`src/logic/dram_refresh_regs.svh`:
```
// timing counts and limits of the dram refresh stall controller
`ifndef DRAM_REFRESH_REGS_SVH
`define DRAM_REFRESH_REGS_SVH
// reference clock rate in MHz (10 ns period)
`define REF_CLK_MHZ 100
// whole-array refresh period in milliseconds
`define REFRESH_PERIOD_MS 2
// reference clock cycles in one refresh period, rounded down
`define REFRESH_PERIOD_CYCLES (`REFRESH_PERIOD_MS * 1000 * `REF_CLK_MHZ)
// reads needed to refresh the whole array
`define REFRESH_ROWS 32
// spacing of distributed refresh reads in microseconds
`define REFRESH_SPACING_US 64
// processor cycle count at which a refresh request fires
`define REQ_TERMINAL_COUNT 6'h3F
// recommended stall length in processor cycles
`define STALL_CYCLES_DEFAULT 2
// stall length of the fetch-marker scheme
`define FETCH_STALL_CYCLES 1
`endif

```
`src/logic/dram_refresh_pkg.sv`:
```
// types shared by the dram refresh stall controller
`default_nettype none
package dram_refresh_pkg;
  // how the controller learns that the processor has stopped
  typedef enum logic [1:0] {
    MODE_BUS_AVAIL = 2'h0,
    MODE_READ_SEEN = 2'h1,
    MODE_FETCH = 2'h2
  } stop_mode_t;
  // refresh sequencer states
  typedef enum logic [2:0] {
    ST_IDLE,
    ST_HOLD,
    ST_ARM,
    ST_NEXT,
    ST_REFRESH
  } refresh_state_t;
  // processor pins watched by the controller
  typedef struct packed {
    logic phi2;
    logic rw;
    logic fetch;
    logic bus_avail;
  } cpu_pins_t;
endpackage : dram_refresh_pkg
`default_nettype wire

```
`src/logic/dram_refresh_stall_controller.sv`:
```
// dram refresh controller that stalls the processor through its ready input
`timescale 1ns/1ns
`default_nettype none
`include "dram_refresh_regs.svh"
// How it works
// - whole array refreshed within two milliseconds; late sweep raises a flag
// - thirty-two reads per sweep, one roughly every sixty-four microseconds
// - processor cycle counter pulses a refresh request each pass through 63
// - ready driven low to stall processor before touching memory, except in the fetch scheme, which drops it as the lines are taken
// - each refresh is a read done while the processor is stopped
// - without bus-available, ready low then wait for a read cycle
// - read/write and bus-available trusted only from phase two onward
// - refresh confined to the N minus half cycles left of stall
// - address lines handed back at the start of phase one
// - default stall is two cycles, giving one and a half for refresh
// - fetch scheme takes address lines at start of cycle after fetch
// - fetch scheme drives ready low in phase one after the fetch
// - next phase one returns address lines and raises ready together
module dram_refresh_stall_controller #(
  parameter int STALL_CYCLES = `STALL_CYCLES_DEFAULT,
  parameter int PERIOD_CYCLES = `REFRESH_PERIOD_CYCLES,
  parameter int ROW_W = 5
) (
  input wire logic ref_clk,
  input wire logic rstn,
  input wire logic cpu_phi2,
  input wire logic cpu_rw,
  input wire logic cpu_fetch,
  input wire logic cpu_bus_avail,
  input wire logic [1:0] stop_mode,
  output logic cpu_rdy,
  output logic addr_own,
  output logic [ROW_W-1:0] row_addr,
  output logic refresh_req,
  output logic refresh_late
);

  // stop_mode (two bits), phi2, rw, fetch and bus_avail all come from pins
  localparam int PIN_W = 6;
  // watchdog wide enough to reach the full refresh period
  localparam int CNT_W = $clog2(PERIOD_CYCLES + 1);
  // stall countdown; limits STALL_CYCLES to 15 processor cycles
  localparam int LEFT_W = 4;

  // pin synchronisers: three stages, a change counts once stages two and three agree
  // four reference clocks of latency, small against a processor phase
  // the filter holds its value while stages two and three disagree
  logic [PIN_W-1:0] pin_raw;
  logic [PIN_W-1:0] s1_q;
  logic [PIN_W-1:0] s2_q;
  logic [PIN_W-1:0] s3_q;
  logic [PIN_W-1:0] filt_q;

  assign pin_raw = {stop_mode, cpu_phi2, cpu_rw, cpu_fetch, cpu_bus_avail};

  genvar gi;
  generate
    for (gi = 0; gi < PIN_W; gi = gi + 1) begin : g_sync
      // first stage feeds only the second; filter looks at stages two and three
      always_ff @(posedge ref_clk or negedge rstn) begin
        if (!rstn) begin
          s1_q[gi] <= 1'b0;
          s2_q[gi] <= 1'b0;
          s3_q[gi] <= 1'b0;
          filt_q[gi] <= 1'b0;
        end else begin
          s1_q[gi] <= pin_raw[gi];
          s2_q[gi] <= s1_q[gi];
          s3_q[gi] <= s2_q[gi];
          if (s2_q[gi] == s3_q[gi]) begin
            filt_q[gi] <= s3_q[gi];
          end
        end
      end
    end
  endgenerate

  // filtered pins split into fields
  dram_refresh_pkg::cpu_pins_t pins;
  dram_refresh_pkg::stop_mode_t mode;
  assign pins = dram_refresh_pkg::cpu_pins_t'(filt_q[3:0]);
  assign mode = dram_refresh_pkg::stop_mode_t'(filt_q[5:4]);

  // phase edges of the processor clock
  // phi1 start is the fall of phase two; counting and hand-back key off it
  logic phi2_prev_q;
  wire logic phi2_rise;
  wire logic phi1_start;
  assign phi2_rise = pins.phi2 & ~phi2_prev_q;
  assign phi1_start = ~pins.phi2 & phi2_prev_q;

  // previous filtered phase for edge detection
  always_ff @(posedge ref_clk or negedge rstn) begin
    if (!rstn) begin
      phi2_prev_q <= 1'b0;
    end else begin
      phi2_prev_q <= pins.phi2;
    end
  end

  // processor cycle counter: 64 cycles at 1 MHz spaces the reads about 64 us apart
  // the processor clock runs free, so the spacing holds through stalls
  logic [5:0] cyc_q;
  logic [5:0] cyc_d;
  logic req_q;
  wire logic cyc_wrap;
  wire logic cyc_last;
  // the six-bit count rolls from 63 back to 0 on its own
  assign cyc_last = (cyc_q == `REQ_TERMINAL_COUNT);
  assign cyc_wrap = phi1_start && cyc_last;
  assign cyc_d = phi1_start ? cyc_q + 6'h01 : cyc_q;

  // counter and request pulse
  always_ff @(posedge ref_clk or negedge rstn) begin
    if (!rstn) begin
      cyc_q <= 6'h00;
      req_q <= 1'b0;
    end else begin
      cyc_q <= cyc_d;
      req_q <= cyc_wrap; // one-cycle request pulse
    end
  end

  // sequencer state and its working registers
  dram_refresh_pkg::refresh_state_t state_q;
  dram_refresh_pkg::refresh_state_t state_d;
  logic pend_q;
  logic pend_d;
  logic rdy_q;
  logic rdy_d;
  logic own_q;
  logic own_d;
  logic [LEFT_W-1:0] left_q;
  logic [LEFT_W-1:0] left_d;
  logic [ROW_W-1:0] row_q;
  logic [ROW_W-1:0] row_d;

  // reload values and row arithmetic
  wire logic [LEFT_W-1:0] left_stall;
  wire logic [LEFT_W-1:0] left_fetch;
  wire logic [ROW_W-1:0] row_next;
  wire logic in_refresh;
  wire logic row_last;
  assign left_stall = LEFT_W'(STALL_CYCLES);
  assign left_fetch = LEFT_W'(`FETCH_STALL_CYCLES);
  assign row_next = row_q + ROW_W'(1); // wraps after the last row
  assign in_refresh = (state_q == dram_refresh_pkg::ST_REFRESH);
  assign row_last = (row_q == {ROW_W{1'b1}});

  // stop detection, valid only while phase two is high
  wire logic stop_seen;
  wire logic fetch_seen;
  wire logic use_ba;
  wire logic done_step;
  wire logic accept;
  wire logic fresh_phase;
  logic fresh_q;
  assign use_ba = (mode == dram_refresh_pkg::MODE_BUS_AVAIL);
  // a phase two already running when ready fell proves nothing
  assign fresh_phase = phi2_rise | fresh_q;
  assign stop_seen = pins.phi2 && fresh_phase && !rdy_q &&
                     (use_ba ? pins.bus_avail : pins.rw);
  // the cycle after a fetch can never be a write, so stopping there is safe
  assign fetch_seen = pins.phi2 && pins.fetch;
  assign done_step = phi1_start && (left_q == 4'h1);
  assign accept = (state_d == dram_refresh_pkg::ST_REFRESH) && !in_refresh;

  // only phase-two starts seen while holding count as fresh
  always_ff @(posedge ref_clk or negedge rstn) begin
    if (!rstn) begin
      fresh_q <= 1'b0;
    end else if (state_q != dram_refresh_pkg::ST_HOLD) begin
      fresh_q <= 1'b0;
    end else if (phi2_rise) begin
      fresh_q <= 1'b1;
    end
  end

  // a request landing in the same cycle the pending one is taken is kept
  // the pending flag is only one deep: extra requests merge
  assign pend_d = req_q | (pend_q & ~accept);

  // next-state logic
  always_comb begin
    state_d = state_q;
    rdy_d = rdy_q;
    own_d = own_q;
    left_d = left_q;
    row_d = row_q;
    unique case (state_q)
      dram_refresh_pkg::ST_IDLE: begin
        if (pend_q) begin
          if (mode == dram_refresh_pkg::MODE_FETCH) begin
            // fetch scheme stalls only once a fetch has been seen
            state_d = dram_refresh_pkg::ST_ARM;
          end else begin
            // stall first so both sides never drive memory together
            rdy_d = 1'b0;
            state_d = dram_refresh_pkg::ST_HOLD;
          end
        end
      end
      dram_refresh_pkg::ST_HOLD: begin
        // bus_avail or a read in a fresh phase two shows the stop
        if (stop_seen) begin
          // first half cycle is lost; take the bus in phase two
          own_d = 1'b1;
          left_d = left_stall;
          state_d = dram_refresh_pkg::ST_REFRESH;
        end
      end
      dram_refresh_pkg::ST_ARM: begin
        // wait for the phase two of a fetch cycle
        if (fetch_seen) begin
          state_d = dram_refresh_pkg::ST_NEXT;
        end
      end
      dram_refresh_pkg::ST_NEXT: begin
        if (phi1_start) begin
          // whole cycle after the fetch belongs to refresh
          rdy_d = 1'b0;
          own_d = 1'b1;
          left_d = left_fetch;
          state_d = dram_refresh_pkg::ST_REFRESH;
        end
      end
      dram_refresh_pkg::ST_REFRESH: begin
        // count phase-one starts; the last one ends the stall
        if (phi1_start) begin
          left_d = left_q - 4'h1;
        end
        if (done_step) begin
          // hand back at phase one so memory gets a full cycle for the processor
          own_d = 1'b0;
          rdy_d = 1'b1;
          row_d = row_next;
          state_d = dram_refresh_pkg::ST_IDLE;
        end
      end
      default: begin
        // unused state codes fall back to idle
        state_d = dram_refresh_pkg::ST_IDLE;
      end
    endcase
  end

  // sequencer registers
  // every register loads on each clock; next values hold by default
  always_ff @(posedge ref_clk or negedge rstn) begin
    if (!rstn) begin
      state_q <= dram_refresh_pkg::ST_IDLE;
      pend_q <= 1'b0;
      rdy_q <= 1'b1;
      own_q <= 1'b0;
      left_q <= 4'h0;
      row_q <= '0;
    end else begin
      state_q <= state_d;
      pend_q <= pend_d;
      rdy_q <= rdy_d;
      own_q <= own_d;
      left_q <= left_d;
      row_q <= row_d;
    end
  end

  // sweep watchdog: the 32 reads must finish within one refresh period
  logic [CNT_W-1:0] sweep_q;
  logic late_q;
  wire logic sweep_done;
  wire logic sweep_over;
  assign sweep_done = done_step && in_refresh && row_last;
  assign sweep_over = (sweep_q == CNT_W'(PERIOD_CYCLES));

  // saturates so the flag cannot re-arm by counter roll-over
  // the flag only warns; refreshes keep their normal pace
  always_ff @(posedge ref_clk or negedge rstn) begin
    if (!rstn) begin
      sweep_q <= '0;
      late_q <= 1'b0;
    end else begin
      if (sweep_done) begin
        sweep_q <= '0;
      end else if (!sweep_over) begin
        sweep_q <= sweep_q + CNT_W'(1);
      end
      if (sweep_over && !sweep_done) begin
        late_q <= 1'b1; // sticky until reset
      end
    end
  end

  // outputs straight from flip-flops
  // row_addr only carries meaning while addr_own is high
  assign cpu_rdy = rdy_q;
  assign addr_own = own_q;
  assign row_addr = row_q; // row presented while addr_own is high
  assign refresh_req = req_q;
  assign refresh_late = late_q;

endmodule : dram_refresh_stall_controller
`default_nettype wire

```
`config.mk`:
```
export PLATFORM = sky130hd
export DESIGN_NAME = dram_refresh_stall_controller
export DESIGN_NICKNAME = d
export VERILOG_FILES = /design/src/logic/dram_refresh_pkg.sv /design/src/logic/dram_refresh_stall_controller.sv
export VERILOG_INCLUDE_DIRS = /design/src /design/src/logic
export SDC_FILE = /design/constraint.sdc
export NUM_CORES = 1
export LEC_CHECK = 0
export ABC_CLOCK_PERIOD_IN_PS = 2050
export BUFFER_PORTS_ARGS = -buffer_cell sky130_fd_sc_hd__buf_2
export CORE_ASPECT_RATIO = 1.2
export CORE_MARGIN = 2
export CORE_UTILIZATION = 55
export DETAILED_ROUTE_END_ITERATION = 8
export PLACE_DENSITY = 0.74
export REMOVE_ABC_BUFFERS = 1
export SLEW_MARGIN = 25
export SYNTH_ARGS = -nofsm -noshare
export SYNTH_HDL_FRONTEND = slang
export SYNTH_SLANG_ARGS = --single-unit
```
`constraint.sdc`:
```
create_clock -name ref_clk -period 2.05 [get_ports ref_clk]
set_clock_uncertainty 0.05 [all_clocks]
set_input_delay 0.205 -clock ref_clk [delete_from_list [all_inputs] [get_ports ref_clk]]
set_output_delay 0.205 -clock ref_clk [all_outputs]
set_load 0.05 [all_outputs]
```
==> results.json <==
{
  "netSwitchingPower_mw": 0.602,
  "worstSetupPathType": "reg2reg",
  "ys_warn_count": 0,
  "die_w_um": 70.3,
  "path_clk_slew_ps": 70,
  "drt-pass1-iter-count": 5,
  "leakage_nw": 1.49,
  "synth.cell_area_um2": 2900,
  "place_hpwl_mm": 3.26,
  "setup_viol_count_final": 0,
  "critPathRequiredTime_ps": 2260,
  "die_height_um": 83.6,
  "post-route-drc-count": 0,
  "grt_max_degree": 44,
  "start_util": 0.579,
  "track_usage": 0.187,
  "vias_per_cell": 5.54,
  "antenna_found_initial": 0,
  "ir_worst_vdd_uv": 638,
  "port_buffers": 16,
  "cts_made_buffers": 9,
  "htreeDepth": 3,
  "powerDensity_nw_per_um2": 773,
  "synth_enable_flop_cells": 0,
  "synth_seq_cells": 67,
  "clock_latency_ps": 330,
  "end_kind": "register",
  "pwr-share-clk": 0.368,
  "timing.final.crit_share": 0.901,
  "relSlewSlack": 0.570,
  "wl_per_cell_um": 13.9,
  "ant_nets": 0,
  "fmax_mhz": 542,
  "drive_gt1_frac": 0.148,
  "rows": 28,
  "fin_area_um2": 3330,
  "grt.overflow.total": 0,
  "cts-root-buf": "clkbuf_8",
  "ys_seq_area_frac": 0.578,
  "seqPwrFrac": 0.570,
  "syn_inst": 253,
  "critPathLaunch": "state_q[0]",
  "swShare": 0.234,
  "path_max_fanout": 12,
  "antennaDiodeCount": 0,
  "slew_viol_final": 0,
  "io_pins": 17,
  "tightest_slew_ps": 639,
  "synth-adder-area-share": 0.0509,
  "routed-via-count": 1940,
  "clockBufferDepth": 2,
  "tns_ps": 0,
  "fin_crit_ps": 1850,
  "ys_async_sr_fraction": 1.00,
  "post-cts-setup-buffer-count": 0,
  "coreArea_um2": 5010,
  "ys_types": 48,
  "muxShareOfSynthArea": 0.0142,
  "hold_viol": 0,
  "whs_path_depth": 0,
  "hold_class": "reg2reg",
  "p_int_mw": 1.97,
  "cp.arrival_ps": 2060,
  "placed_area_um2": 3090,
  "rr_startpoint": "state_q[0]",
  "reg2regPathDepth": 4,
  "synth_top_family_by_area": "simple AND/OR/NAND/NOR gates",
  "nets": 302,
  "cts_sinks": 67,
  "grt_pass1_wl_mm": 8.59,
  "hold_start": "s1_q[5]",
  "die-area_um2": 5880,
  "drv_cap": 0,
  "startpoint_type": "register",
  "status": "finished clean",
  "cts_tree": "done",
  "comb_power_share": 0.061,
  "grt_pass1_vias": 1896,
  "drtIter0Drc": 90,
  "rsz0062_at_grt": "no",
  "synth-compound-area-share": 0.0591,
  "area_growth_pct": 14.8,
  "drt_wl_total_mm": 4.85,
  "syn_area_per_cell_um2": 11.5,
  "synth_xor_xnor_area_share": 0.0664,
  "synth-simple-area-share": 0.208,
  "place_congestion": 0.846,
  "synth_ff_type": "dfrtp_1"
}
critical path: stages (launching register included):
cell	delay (ps)
dfrtp_1	530
nor3b_2	270
o2111ai_1	210
a2111oi_1	480
mux2i_1	220
kinds of logic (layout without fill, tap and decap cells):
group,after synthesis,in the layout
AOI/OAI and AO/OA,24,24
DFF,67,67
and+or+nand+nor,109,109
xor gates and xnor gates,22,22
adders and majority gates,13,13
muxes,4,4
buffers and inverters,14,51
flip-flops by register name, summed over array words and instances, names as in the netlist, 3 cells and up:
name      count
cyc_q         6
filt_q        6
left_q        4
row_addr      5
s1_q          6
s2_q          6
s3_q          6
state_q       3
sweep_q      18
cell type report:
type,instances,area [um^2]
clock inverters,2,12.5
repair buffers,30,228
inverters,7,26.3
multi-input cells,172,1160
fillers,392,1680
well taps,60,75.1
flip-flops and latches,67,1680
clock buffers,12,155
path summary, 6_finish.rpt:
check | slack (ps) | end
worst max-delay path | 200 | left_q[3]
worst min-delay path | 300 | s2_q[5]
worst max register to register | 200 | left_q[3]
worst min register to register | 300 | s2_q[5]
max in group asynchronous | 980 | sweep_q[7]
min in group asynchronous | 350 | pend_q
what timing repair did:
action | 4_1_cts | 5_1_grt
hold buffers | 7 | 0
endpoints found under the hold margin | 29 | 0
gates resized for setup | 0 | 0
per-stage QoR:
step / power, mW / hold WS (ps) / instances / setup slack [ps] / util
6_report: 2.57 / 297 / 350 / 203 / 0.665
2_1_floorplan: 1.57 / -141 / 246 / 156 / -
4_1_cts: 2.62 / 299 / 350 / 179 / 0.665
5_1_grt: 2.70 / 307 / 350 / 27.8 / 0.665
3_5_place_dp: 1.64 / 180 / 329 / 200 / 0.618
3_3_place_gp: 1.64 / 181 / 329 / 271 / 0.618
cell usage after synthesis (3+ instances only):
cell type | number | area share
dfrtp_1 | 66 | 0.57
nand2_1 | 27 | 0.035
nor2_1 | 20 | 0.026
xnor2_1 | 16 | 0.048
nand3_1 | 11 | 0.019
nor4_1 | 9 | 0.019
nand4_1 | 8 | 0.017
ha_1 | 7 | 0.030
inv_1 | 7 | 0.0091
maj3_1 | 6 | 0.021
xor2_1 | 6 | 0.018
and3_1 | 4 | 0.0086
nor2b_1 | 4 | 0.0086
nor3_1 | 4 | 0.0069
o21ai_0 | 4 | 0.0069
a21oi_1 | 3 | 0.0052
and2_1 | 3 | 0.0065
buf_2 | 3 | 0.0052
buf_4 | 3 | 0.0078
mux2i_1 | 3 | 0.010
nand3b_1 | 3 | 0.0078
nor3b_1 | 3 | 0.0078
layout by cell type (no fill, tap or decap), drive strengths merged, types with 3 or more instances in the layout:
cell,synthesis,layout
ha,7,7
nand3b,3,3
inv,7,7
o21ai,4,4
nor3,4,4
mux2i,3,3
nand2,27,27
and2,3,3
xnor2,16,16
buf,6,23
nand3,11,11
xor2,6,6
dlygate4sd3,0,7
dfrtp,66,66
and3,4,4
clkbuf,1,12
nor2,20,20
a21oi,4,4
nor3b,4,4
nor4,9,9
nor2b,4,4
nand4,10,10
maj3,6,6
power groups by stage:
stage               clock [mW]  combinational, mW  sequential [mW]
detailed placement           0              0.151             1.49
global route              1.04              0.182             1.48
global placement             0              0.146             1.49
floorplan                    0             0.0955             1.48
finish                   0.948              0.158             1.47
CTS                      0.985              0.162             1.47
per-layer routing:
metal	up-vias	share of wire	GRT usage
met1	948	0.47	0.240
li1	955	-	-
met4	0	0.018	0.0857
met3	10	0.033	0.0471
met2	27	0.48	0.296
met5	-	0	0
Note: power is estimated with default switching activity, not from simulation.
